===== src/hw/watchdog_pkg.sv =====
package watchdog_pkg;

  // ----------------------------------------
  // Register map
  // ----------------------------------------
  localparam int ADDR_W = 4;
  localparam logic [ADDR_W-1:0] ADDR_COMMAND = 4'h0;
  localparam logic [ADDR_W-1:0] ADDR_DIVIDER = 4'h4;
  localparam logic [ADDR_W-1:0] ADDR_RELOAD = 4'h8;
  localparam logic [ADDR_W-1:0] ADDR_FLAGS = 4'hc;

  localparam int DATA_W = 32;
  localparam int KEY_W = 16;
  localparam int COUNT_W = 12;
  localparam int DIV_W = 3;
  localparam int PRESCALE_W = 8;

  // ----------------------------------------
  // Command words
  // ----------------------------------------
  localparam logic [KEY_W-1:0] KEY_START = 16'hcccc;
  localparam logic [KEY_W-1:0] KEY_REFRESH = 16'haaaa;
  localparam logic [KEY_W-1:0] KEY_UNLOCK = 16'h5555;

  // ----------------------------------------
  // Reset values and fields
  // ----------------------------------------
  localparam logic [COUNT_W-1:0] COUNT_START = 12'hfff;
  localparam logic [COUNT_W-1:0] COUNT_ZERO = 12'h000;
  localparam logic [COUNT_W-1:0] RELOAD_RESET = 12'hfff;
  localparam logic [DIV_W-1:0] DIVIDER_RESET = 3'h0;
  localparam logic [DATA_W-1:0] READ_ZERO = 32'h0000_0000;
  localparam int FLAG_DIVIDER_BIT = 0;
  localparam int FLAG_RELOAD_BIT = 1;

  // ----------------------------------------
  // Prescaler: divide by 2^(code+2), code 7 as code 6
  // ----------------------------------------
  localparam logic [DIV_W-1:0] DIVIDER_TOP_CODE = 3'h6;
  localparam int DIVIDER_BASE_SHIFT = 2;

  // ----------------------------------------
  // Timing
  // ----------------------------------------
  localparam int CLOCK_HZ = 10_000_000;
  localparam int OSC_NOMINAL_HZ = 40_000;
  localparam int UPDATE_OSC_EDGES_MAX = 5;
  localparam logic [2:0] UPDATE_OSC_EDGES = 3'h2;

endpackage : watchdog_pkg

===== src/hw/independent_timeout_watchdog.sv =====
// Behaviour
// - start command word begins countdown from all ones
// - divided tick with counter already at zero asserts the watchdog system reset
// - refresh command word reloads counter from programmed reload value
// - hardware option starts counting at power-on without a command
// - divider and reload writes accepted only after unlock word
// - any other command word re-locks divider and reload
// - debug halt freezes or keeps counting per freeze bit
// - codes 0..6 divide by 4..256, code 7 divides by 256
// - command register is write-only and reads zero
// - timeout is divider times reload plus one oscillator periods
// - reload value returns to all ones on reset and standby exit
// - status clears on reset, kept across standby
// - reload pending flag set during crossing, clears within five oscillator cycles
// - divider pending flag set during crossing, clears within five oscillator cycles
// - divider reads return the oscillator-side copy
// - a started update completes regardless of low-power entry
// - counter steps on low-speed oscillator edges sampled on the main clock
// - timeout may differ by up to one divided tick from prescaler phase, as refresh does not clear the prescaler
`timescale 1ns/10ps
`default_nettype none
module independent_timeout_watchdog #(
  parameter int PRESCALE_W = watchdog_pkg::PRESCALE_W
) (
  // Clock and reset
  input wire logic clock,
  input wire logic rst_b,
  // Low-speed oscillator, sampled
  input wire logic lowSpeedOsc,
  // Option, debug and power state
  input wire logic hardwareWatchdogOption,
  input wire logic debugHalted,
  input wire logic debugHaltFreeze,
  input wire logic standbyExit,
  // Register port
  input wire logic [watchdog_pkg::ADDR_W-1:0] regAddr,
  input wire logic regWrite,
  input wire logic regRead,
  input wire logic [watchdog_pkg::DATA_W-1:0] regWriteData,
  output logic [watchdog_pkg::DATA_W-1:0] regReadData,
  // System reset request
  output logic watchdogReset
);
  import watchdog_pkg::*;

  typedef enum logic [2:0] {
    IDLE = 3'b001,
    RUNNING = 3'b010,
    EXPIRED = 3'b100
  } wdt_state_e;

  // ----------------------------------------
  // Declarations
  // ----------------------------------------
  wdt_state_e state;
  wdt_state_e next_state;
  logic oscPrev;
  logic oscEdge;
  logic unlocked;
  logic startPending;
  logic refreshPending;
  logic [COUNT_W-1:0] count;
  logic [COUNT_W-1:0] next_count;
  logic [DIV_W-1:0] dividerCopy;
  logic [COUNT_W-1:0] reloadCopy;
  logic dividerPending;
  logic reloadPending;
  logic tick;
  logic frozen;
  logic counting;
  logic applyCommand;

  // Decode of the register port
  wire selCommand = (regAddr == ADDR_COMMAND);
  wire selDivider = (regAddr == ADDR_DIVIDER);
  wire selReload = (regAddr == ADDR_RELOAD);
  wire selFlags = (regAddr == ADDR_FLAGS);
  wire [KEY_W-1:0] key = regWriteData[KEY_W-1:0];
  wire cmdWrite = regWrite && selCommand;
  wire startWrite = cmdWrite && (key == KEY_START);
  wire refreshWrite = cmdWrite && (key == KEY_REFRESH);
  wire unlockWrite = cmdWrite && (key == KEY_UNLOCK);
  wire dividerWrite = regWrite && selDivider && unlocked;
  wire reloadWrite = regWrite && selReload && unlocked;

  // ----------------------------------------
  // Oscillator edge
  // ----------------------------------------
  // oscillator sampling
  assign oscEdge = lowSpeedOsc && !oscPrev;

  always_ff @(posedge clock or negedge rst_b) begin
    if (!rst_b) begin
      oscPrev <= 1'b0;
    end else begin
      oscPrev <= lowSpeedOsc;
    end
  end

  // ----------------------------------------
  // Write protection
  // ----------------------------------------
  always_ff @(posedge clock or negedge rst_b) begin
    if (!rst_b) begin
      unlocked <= 1'b0;
    end else if (unlockWrite) begin
      unlocked <= 1'b1;
    end else if (cmdWrite || standbyExit) begin
      unlocked <= 1'b0;
    end
  end

  // ----------------------------------------
  // Divider and reload crossing
  // ----------------------------------------
  // divider pending flag
  update_tracker #(
    .WIDTH(DIV_W),
    .RESET_VALUE(DIVIDER_RESET)
  ) dividerTracker (
    .clock(clock),
    .rst_b(rst_b),
    .oscEdge(oscEdge),
    .loadDefault(1'b0),
    .request(dividerWrite),
    .requestData(regWriteData[DIV_W-1:0]),
    .pending(dividerPending),
    .oscCopy(dividerCopy)
  );

  update_tracker #(
    .WIDTH(COUNT_W),
    .RESET_VALUE(RELOAD_RESET)
  ) reloadTracker (
    .clock(clock),
    .rst_b(rst_b),
    .oscEdge(oscEdge),
    .loadDefault(standbyExit),
    .request(reloadWrite),
    .requestData(regWriteData[COUNT_W-1:0]),
    .pending(reloadPending),
    .oscCopy(reloadCopy)
  );

  // ----------------------------------------
  // Command handshake
  // ----------------------------------------
  // command applied once
  assign applyCommand = oscEdge;

  always_ff @(posedge clock or negedge rst_b) begin
    if (!rst_b) begin
      startPending <= 1'b0;
      refreshPending <= 1'b0;
    end else begin
      startPending <= startWrite || (startPending && !applyCommand);
      refreshPending <= refreshWrite || (refreshPending && !applyCommand);
    end
  end

  // ----------------------------------------
  // Prescaler
  // ----------------------------------------
  // debug freeze
  assign frozen = debugHalted && debugHaltFreeze;
  assign counting = (state == RUNNING) && !frozen;

  osc_prescaler #(
    .PRESCALE_W(PRESCALE_W)
  ) prescaler (
    .clock(clock),
    .rst_b(rst_b),
    .oscEdge(oscEdge),
    .run(counting),
    .divSel(dividerCopy),
    .tick(tick)
  );

  // ----------------------------------------
  // State and counter
  // ----------------------------------------
  always_comb begin
    next_state = state;
    case (state)
      IDLE: begin
        if (startPending && applyCommand) begin
          next_state = RUNNING;
        end
      end
      RUNNING: begin
        if (tick && (count == COUNT_ZERO) && !(refreshPending && applyCommand)) begin
          next_state = EXPIRED;
        end
      end
      EXPIRED: begin
        next_state = EXPIRED;
      end
      default: begin
        next_state = IDLE;
      end
    endcase
  end

  always_comb begin
    next_count = count;
    if (refreshPending && applyCommand) begin
      next_count = reloadCopy;
    end else if (tick && (count != COUNT_ZERO)) begin
      next_count = count - 12'h001;
    end
  end

  always_ff @(posedge clock or negedge rst_b) begin
    if (!rst_b) begin
      state <= IDLE;
    end else if (hardwareWatchdogOption && (state == IDLE)) begin
      state <= RUNNING;
    end else begin
      state <= next_state;
    end
  end

  always_ff @(posedge clock or negedge rst_b) begin
    if (!rst_b) begin
      count <= COUNT_START;
    end else begin
      count <= next_count;
    end
  end

  always_ff @(posedge clock or negedge rst_b) begin
    if (!rst_b) begin
      watchdogReset <= 1'b0;
    end else begin
      watchdogReset <= (next_state == EXPIRED);
    end
  end

  // ----------------------------------------
  // Read data
  // ----------------------------------------
  wire [DATA_W-1:0] flagsWord = DATA_W'({reloadPending, dividerPending});
  wire [DATA_W-1:0] readMux =
    selDivider ? DATA_W'(dividerCopy) :
    selReload ? DATA_W'(reloadCopy) :
    selFlags ? flagsWord : READ_ZERO;

  always_ff @(posedge clock or negedge rst_b) begin
    if (!rst_b) begin
      regReadData <= READ_ZERO;
    end else if (regRead) begin
      regReadData <= readMux;
    end
  end

endmodule : independent_timeout_watchdog
`default_nettype wire


===== src/hw/osc_prescaler.sv =====
`timescale 1ns/10ps
`default_nettype none
module osc_prescaler #(
  parameter int PRESCALE_W = watchdog_pkg::PRESCALE_W
) (
  // Clock and reset
  input wire logic clock,
  input wire logic rst_b,
  // Oscillator edge and control
  input wire logic oscEdge,
  input wire logic run,
  input wire logic [watchdog_pkg::DIV_W-1:0] divSel,
  // Divided tick
  output logic tick
);
  import watchdog_pkg::*;

  logic [PRESCALE_W-1:0] count;
  logic [PRESCALE_W-1:0] limit;
  logic atLimit;

  // ----------------------------------------
  // Divisor decode
  // ----------------------------------------
  function automatic logic [PRESCALE_W-1:0] divLimit(input logic [DIV_W-1:0] code);
    logic [DIV_W-1:0] c;
    logic [PRESCALE_W:0] full;
    c = (code > DIVIDER_TOP_CODE) ? DIVIDER_TOP_CODE : code;
    full = (PRESCALE_W+1)'(1) << (32'(c) + DIVIDER_BASE_SHIFT);
    divLimit = PRESCALE_W'(full - (PRESCALE_W+1)'(1));
  endfunction : divLimit

  assign limit = divLimit(divSel);
  assign atLimit = (count >= limit);
  assign tick = run && oscEdge && atLimit;

  always_ff @(posedge clock or negedge rst_b) begin
    if (!rst_b) begin
      count <= '0;
    end else if (run && oscEdge) begin
      count <= atLimit ? '0 : count + PRESCALE_W'(1);
    end
  end

endmodule : osc_prescaler
`default_nettype wire


===== src/hw/update_tracker.sv =====
`timescale 1ns/10ps
`default_nettype none
module update_tracker #(
  parameter int WIDTH = 3,
  parameter logic [WIDTH-1:0] RESET_VALUE = '0
) (
  // Clock and reset
  input wire logic clock,
  input wire logic rst_b,
  // Oscillator edge and default load
  input wire logic oscEdge,
  input wire logic loadDefault,
  // Bus side request
  input wire logic request,
  input wire logic [WIDTH-1:0] requestData,
  // Oscillator side copy
  output logic pending,
  output logic [WIDTH-1:0] oscCopy
);
  import watchdog_pkg::*;

  logic [WIDTH-1:0] held;
  logic [2:0] edges;
  logic done;

  assign done = pending && oscEdge && (edges == UPDATE_OSC_EDGES - 3'h1) && !request;

  // ----------------------------------------
  // Crossing into the oscillator side
  // ----------------------------------------
  always_ff @(posedge clock or negedge rst_b) begin
    if (!rst_b) begin
      pending <= 1'b0;
      edges <= '0;
      held <= RESET_VALUE;
    end else if (request) begin
      pending <= 1'b1;
      edges <= '0;
      held <= requestData;
    end else if (done) begin
      pending <= 1'b0;
      edges <= '0;
    end else if (pending && oscEdge) begin
      edges <= edges + 3'h1;
    end
  end

  always_ff @(posedge clock or negedge rst_b) begin
    if (!rst_b) begin
      oscCopy <= RESET_VALUE;
    end else if (loadDefault) begin
      oscCopy <= RESET_VALUE;
    end else if (done) begin
      oscCopy <= held;
    end
  end

endmodule : update_tracker
`default_nettype wire


===== config.mk =====
export PLATFORM = sky130hd
export DESIGN_NAME = independent_timeout_watchdog
export DESIGN_NICKNAME = d
export VERILOG_FILES = /design/src/hw/watchdog_pkg.sv /design/src/hw/independent_timeout_watchdog.sv /design/src/hw/osc_prescaler.sv /design/src/hw/update_tracker.sv
export SDC_FILE = /design/constraint.sdc
export NUM_CORES = 1
export LEC_CHECK = 0
export ABC_AREA = 1
export BUFFER_PORTS_ARGS = -buffer_cell sky130_fd_sc_hd__buf_2
export CAP_MARGIN = 10
export CELL_PAD_IN_SITES_DETAIL_PLACEMENT = 2
export CELL_PAD_IN_SITES_GLOBAL_PLACEMENT = 2
export CORE_ASPECT_RATIO = 1.2
export CORE_UTILIZATION = 30
export CTS_BUF_LIST = sky130_fd_sc_hd__clkbuf_4 sky130_fd_sc_hd__clkbuf_8
export DETAILED_ROUTE_END_ITERATION = 8
export GPL_ROUTABILITY_DRIVEN = 0
export HOLD_SLACK_MARGIN = 0.12
export PLACE_DENSITY_LB_ADDON = 0.25
export SYNTH_ARGS = -nofsm -noshare
export SYNTH_HDL_FRONTEND = slang
export SYNTH_SLANG_ARGS = --single-unit

===== constraint.sdc =====
create_clock -name clock -period 2.9 [get_ports clock]
set_input_delay 0.145 -clock clock [delete_from_list [all_inputs] [get_ports clock]]
set_output_delay 0.145 -clock clock [all_outputs]
set_load 0.02 [all_outputs]

# Word level (Yosys, flattened, before mapping)
# Index checks and enable logic that the tools add are counted.
[classes] n_addsub=6 eq_ne=12 n_lt_le_gt_ge=2 shifts=1 reduce_logical=46 mux=25
[op_table] cell="12-bit two-way mux" count=6
[op_table] cell="16-bit equality test, second input constant" count=2
[op_table] cell="1-bit by 32-bit << shifter with 8-bit output, first input constant" count=1
[op_table] cell="3-bit two-way mux" count=10
[op_table] cell="1-bit logical AND" count=27
[op_table] cell="16-bit by 15-bit equality test with 1-bit output, second input constant" count=1
[op_table] cell="12-bit logical NOT" count=1
[op_table] cell="12-bit nonzero test" count=1
[op_table] cell="12-bit by 1-bit subtractor with 12-bit output, second input constant" count=1
[op_table] cell="2-bit nonzero test" count=5
[op_table] cell="3-bit by 1-bit equality test with 1-bit output, second input constant" count=3
[op_table] cell="3-bit case mux with 3 select lines" count=1
[op_table] cell="8-bit by 1-bit adder with 8-bit output, second input constant" count=1
[op_table] cell="4-bit equality test, second input constant" count=2
[op_table] cell="8-bit >= comparator" count=1
[op_table] cell="8-bit two-way mux" count=1
[op_table] cell="8-bit by 1-bit subtractor with 8-bit output, second input constant" count=1
[op_table] cell="3-bit by 1-bit adder with 3-bit output, second input constant" count=2
[op_table] cell="3-bit equality test, second input constant" count=2
[op_table] cell="1-bit logical NOT" count=6
[op_table] cell="1-bit two-way mux" count=6
[op_table] cell="3-bit nonzero test" count=2
[op_table] cell="3-bit by 2-bit adder with 4-bit output, second input constant" count=1
[op_table] cell="4-bit by 3-bit equality test with 1-bit output, second input constant" count=1
[op_table] cell="other kinds (5)" count=7
[totals] inputBits=45 word_cells=109 ff_bits=98 out_inout_bits=33

# Longest topological paths before layout
[logic_depth] ltp_word=12 ltp_mapped=16 ltp_nobuf=15

# Cells and area by module
# A second synthesis with hierarchy kept.
[hier_totals] cells_unflattened=594 area_unflattened_um2=4652.0
[by_module_without_submodules] mod="independent_timeout_watchdog" seq_area_each_um2=817.0 cells_each=297 instances=1 area_each_um2=2178.3
[by_module_without_submodules] mod="update_tracker at reloadTracker" seq_area_each_um2=730.7 cells_each=142 instances=1 area_each_um2=1270.0
[by_module_without_submodules] mod="osc_prescaler" seq_area_each_um2=200.2 cells_each=97 instances=1 area_each_um2=723.2
[by_module_without_submodules] mod="update_tracker at dividerTracker" seq_area_each_um2=250.2 cells_each=58 instances=1 area_each_um2=480.5

# Least setup slack after synthesis
# Ideal clock, no wire load.
[synth_timing] path_type="flip-flop to flip-flop" startpoint="register dividerTracker.oscCopy[1]" endpoint="register count[7]" required_ps=2839 path_stages_with_launch=17 setup_slack_ps=704 setup_ps=61 period_less_slack_ps=2196 n_path_buf=1 t_arrival_ps=2135 cell_sequence="dfrtp_1 > inv_1 > ha_1 > inv_1 > nor2_1 > nand3_1 > xnor2_1 > ha_1 > nand2_1 > a21oi_1 > nor2_1 > nand2_2 > nand3_4 > nand2_2 > buf_6 > nand2_1 > nand2_1"
[synth_between] elab_chain_len=9
[synth_lines] item="from (decl)" line_no="update_tracker.sv:18" rtl="output logic [WIDTH-1:0] oscCopy"
[synth_lines] item="from (signal assigned)" line_no="update_tracker.sv:54" rtl="oscCopy <= held;"
[synth_lines] item="3-bit > comparator" line_no="osc_prescaler.sv:28" rtl="c = (code > DIVIDER_TOP_CODE) ? DIVIDER_TOP_CODE : code;"
[synth_lines] item="3-bit two-way mux (*)" line_no="osc_prescaler.sv:28"
[synth_lines] item="3-bit by 2-bit adder with 4-bit output (*)" line_no="osc_prescaler.sv:29" rtl="full = (PRESCALE_W+1)'(1) << (32'(c) + DIVIDER_BASE_SHIFT);"
[synth_lines] item="1-bit by 32-bit << shifter with 8-bit output (*)" line_no="osc_prescaler.sv:29"
[synth_lines] item="8-bit by 1-bit subtractor with 8-bit output (*)" line_no="osc_prescaler.sv:30" rtl="divLimit = PRESCALE_W'(full - (PRESCALE_W+1)'(1));"
[synth_lines] item="8-bit >= comparator (*)" line_no="osc_prescaler.sv:34" rtl="assign atLimit = (count >= limit);"
[synth_lines] item="1-bit logical AND (*)" line_no="osc_prescaler.sv:35" rtl="assign tick = run && oscEdge && atLimit;"
[synth_lines] item="1-bit logical AND (*)" line_no="independent_timeout_watchdog.sv:208" rtl="end else if (tick && (count != COUNT_ZERO)) begin"
[synth_lines] item="2-bit nonzero test (no line) (*)"
[synth_lines] item="to (signal assigned)" line_no="independent_timeout_watchdog.sv:227" rtl="count <= next_count;"
[synth_lines] item="to (decl)" line_no="independent_timeout_watchdog.sv:62" rtl="logic [COUNT_W-1:0] count;"
# Mark *: on every way between the ends. The rest lies on a longest branch, timed or not.
# A chain may end at the register's enable or synchronous reset.

# Worst setup path in the final report
[layout_timing] startpoint="register dividerTracker.oscCopy[2]" endpoint="register count[1]"
# Same word-level chain as after synthesis.

==> results.yml <==
yosys:
  synth.area.mux_share: 0.002588
  synth_top_area_cell: "dfrtp_1"
  syn_avg_cell_area_um2: 8.074
  synth_top_family_by_area: "simple AND/OR/NAND/NOR gates"
  async_flop_share: 1.000
  synth_seq_area_share: 0.4592
  synthSimpleGateAreaFrac: 0.2476
  yosysTopAreaCellShare: 0.2358
  ys_ff_latch: 78
  synth-compound-area-share: 0.1087
  synthDistinctLibCells: 36
  synth.most_common_cell: "nand2_1"
  synth_area_leaders: "dfrtp_1 (24%), dfstp_2 (22%), nand2_1 (12%)"
  synthCells: 539
  syn_area_um2: 4352
  synth_commonest_cells: "nand2_1 (136), inv_1 (60), o21ai_0 (48), nor2_1 (42), dfrtp_1 (41)"
  synth_fa_ha_area_frac: 0.04888
  ys.flop_type: "dfrtp_1"
  synthXorXnorAreaFrac: 0.02415
  yosysWarnings: 0
  synth_edf_count: 0
placed_design:
  dp_hpwl_mm: 8.714
  portBuffers: 41
  dp.cells: 740
layout:
  regArea_um2: 1999
  multi_input_area_um2: 1959
  finalNonFillerCells: 774
  drive_gt1_frac: 0.1924
  nFillCells: 1644
  diodes: 0
  fin_nets: 660
  syn_to_final_growth_pct: 15.96
min_path:
  hp-class: "in2reg"
timing:
  relSlewSlack: 0.3105
  rsz0062_at_grt: "false"
  setup_viol: 0
  setup_tns_ns: 0
  drv_slew: 0
  tightest_slew_ns: 1.034
  timing.fmax_ghz: 0.3896
  finClkSkew_ns: 0.009443
  finalCritPeriodShare: 0.8850
  fin_crit_ns: 2.567
  timing.hold.ws_ns: 0.1383
  finalHoldViolCount: 0
routing:
  drtPass1Iterations: 6
  ant_nets: 0
  drtIter0Drc: 100
  vias: 3668
  wl_mm: 11.71
  drcViolationCount: 4
  vias_per_cell: 4.739
  wire_per_inst_um: 15.13
setup_path:
  critPathLaunch: "dividerTracker.oscCopy[2]"
  r2r_slack_ns: 0.33
  cp-endpoint: "count[1]"
  cp.required_ns: 3.22
  r2r_cells: 15
  worstSetupStartpointType: "flip-flop"
  rr_startpoint: "dividerTracker.oscCopy[2]"
  timing.rr.end: "count[1]"
  crit_path_end_kind: "flip-flop"
  cp_max_fo: 12
  critical_path_class: "reg2reg"
  arrival_ns: 2.88
floorplan:
  die_width_um: 111.9
  dieArea_um2: 14990
  core-area_um2: 14000
  ios: 78
  rows: 47
  initial_core_util: 0.3109
  dieHeight_um: 133.9
cts:
  cts-root-buf: "clkbuf_8"
  cts_buffer_depth: 2
  post_cts_buffers: 0
  path_clk_slew_ns: 0.09
  cts_sinks: 78
  cts_tree: "built"
  clkLatencyLatePin_ns: 0.37
  cts_buffers: 9
  htreeDepth: 3
grt:
  grt_use_met1: 0.1950
  grt_use_total: 0.1686
  met2_usage: 0.3126
  top_usage_layer: "met2"
  grt_pass1_vias: 4094
  antenna_found_initial: 0
  overflow: 0
  use_met3: 0.02756
  grt_pass1_wl_mm: 19.91
  grt_max_degree: 79
status:
  outcome: "complete, but fails checks"
  violations: "design-rule violations"
pwr:
  swShare: 0.3194
  p_seq_frac: 0.468
  finalPower_mw: 2.729
  powerDensity_nw_per_um2: 540.7
  leakagePower_nw: 2.471
  vdd_drop_max_mv: 0.2233
  power_report.internal_total_mw: 1.857
  power.share.combinational: 0.205
  p_sw_mw: 0.8714
  power_frac_clock: 0.328
flow_run:
  cap_violations: 0
==> final cells by class <==
| class | count | share of cell area |
|---|---|---|
| Clock inverter | 4 | 0.01091 |
| Sequential cell | 78 | 0.3962 |
| Inverter | 65 | 0.04934 |
| Tap cell | 171 | 0.04240 |
| Multi-Input combinational cell | 382 | 0.3883 |
| Timing Repair Buffer | 62 | 0.08133 |
| Clock buffer | 12 | 0.03149 |
==> per-layer routing <==
layer  share of wire  vias up
li1                -     1811
met5               0        -
met3           0.023       11
met1            0.43     1803
met4           0.014        0
met2            0.53       43
==> logic make-up (layout without fill, tap and decap cells) <==
logic type | after synthesis | count (layout)
fa+ha+maj | 17 | 17
buf+inv | 98 | 143
xor+xnor | 12 | 12
compound gates | 87 | 87
simple gates | 245 | 245
mux | 1 | 1
flops | 78 | 78
other cells | 1 | 20
==> worst min-delay path by stage <==
stage,start,endpoint,slack (ns),depth (start not counted)
2_1_floorplan,rst_b,dividerTracker.edges[0],-0.15,0
3_3_place_gp,lowSpeedOsc,oscPrev,0.27,1
3_5_place_dp,lowSpeedOsc,oscPrev,0.28,1
4_1_cts,regAddr[3],regReadData[2],0.12,4
5_1_grt,regAddr[3],regReadData[2],0.15,4
6_report,regAddr[3],regReadData[2],0.14,4
==> worst max-delay path, stage by stage, from the launching register on <==
cell,delay [ns]
dfrtp_1,0.43
inv_1,0.11
ha_1,0.30
inv_1,0.05
nor2_1,0.14
nand3_1,0.11
xnor2_1,0.17
ha_1,0.25
nand2_1,0.09
a21oi_1,0.04
nor2_1,0.13
nand2_2,0.16
nand3_4,0.11
buf_4,0.21
nand3_1,0.10
nand2_1,0.10
==> sequential cells by signal, indices dropped and copies added, names as in the netlist, 3 cells and up <==
signal	cells
count	12
reloadTracker.held	12
dividerTracker.edges	3
prescaler.count	8
dividerTracker.oscCopy	3
dividerTracker.held	3
reloadTracker.edges	3
regReadData	12
state	3
reloadTracker.oscCopy	12
==> power groups by stage <==
stage	Sequential, mW	Combinational (mW)	Clock (mW)
6_report	1.28	0.559	0.894
5_1_grt	1.30	0.650	0.966
4_1_cts	1.28	0.575	0.938
3_5_place_dp	1.30	0.554	0
3_3_place_gp	1.29	0.515	0
2_1_floorplan	1.29	0.394	0
==> per-stage QoR <==
stage          setup slack (ns)  instance area, µm²    util
2_1_floorplan            0.7045                4423       -
3_3_place_gp             0.4063                4646  0.3319
3_5_place_dp             0.2689                4646  0.3319
4_1_cts                  0.2498                5040  0.3601
5_1_grt                 0.04866                5046  0.3605
6_report                 0.3334                5046  0.3605
==> cells in the final DEF, fill, tap and decap left out, types with 12 or more instances in the layout <==
cell / synthesis / routed
nand2_1: 136 / 136
inv_1: 60 / 60
o21ai_0: 48 / 48
nor2_1: 42 / 42
dfrtp_1: 41 / 40
buf_2: 3 / 40
dfstp_2: 37 / 37
nand3_1: 35 / 35
conb_1: 1 / 20
dlygate4sd3_1: 0 / 18
ha_1: 17 / 17
o21ai_1: 12 / 12
==> what timing repair did <==
action | in CTS | in global routing
endpoints found under the setup margin | 0 | 5
hold buffers | 18 | 0
gates resized for setup | 0 | 2
endpoints found under the hold margin | 63 | 0
Note: power is estimated with default switching activity, not from simulation.
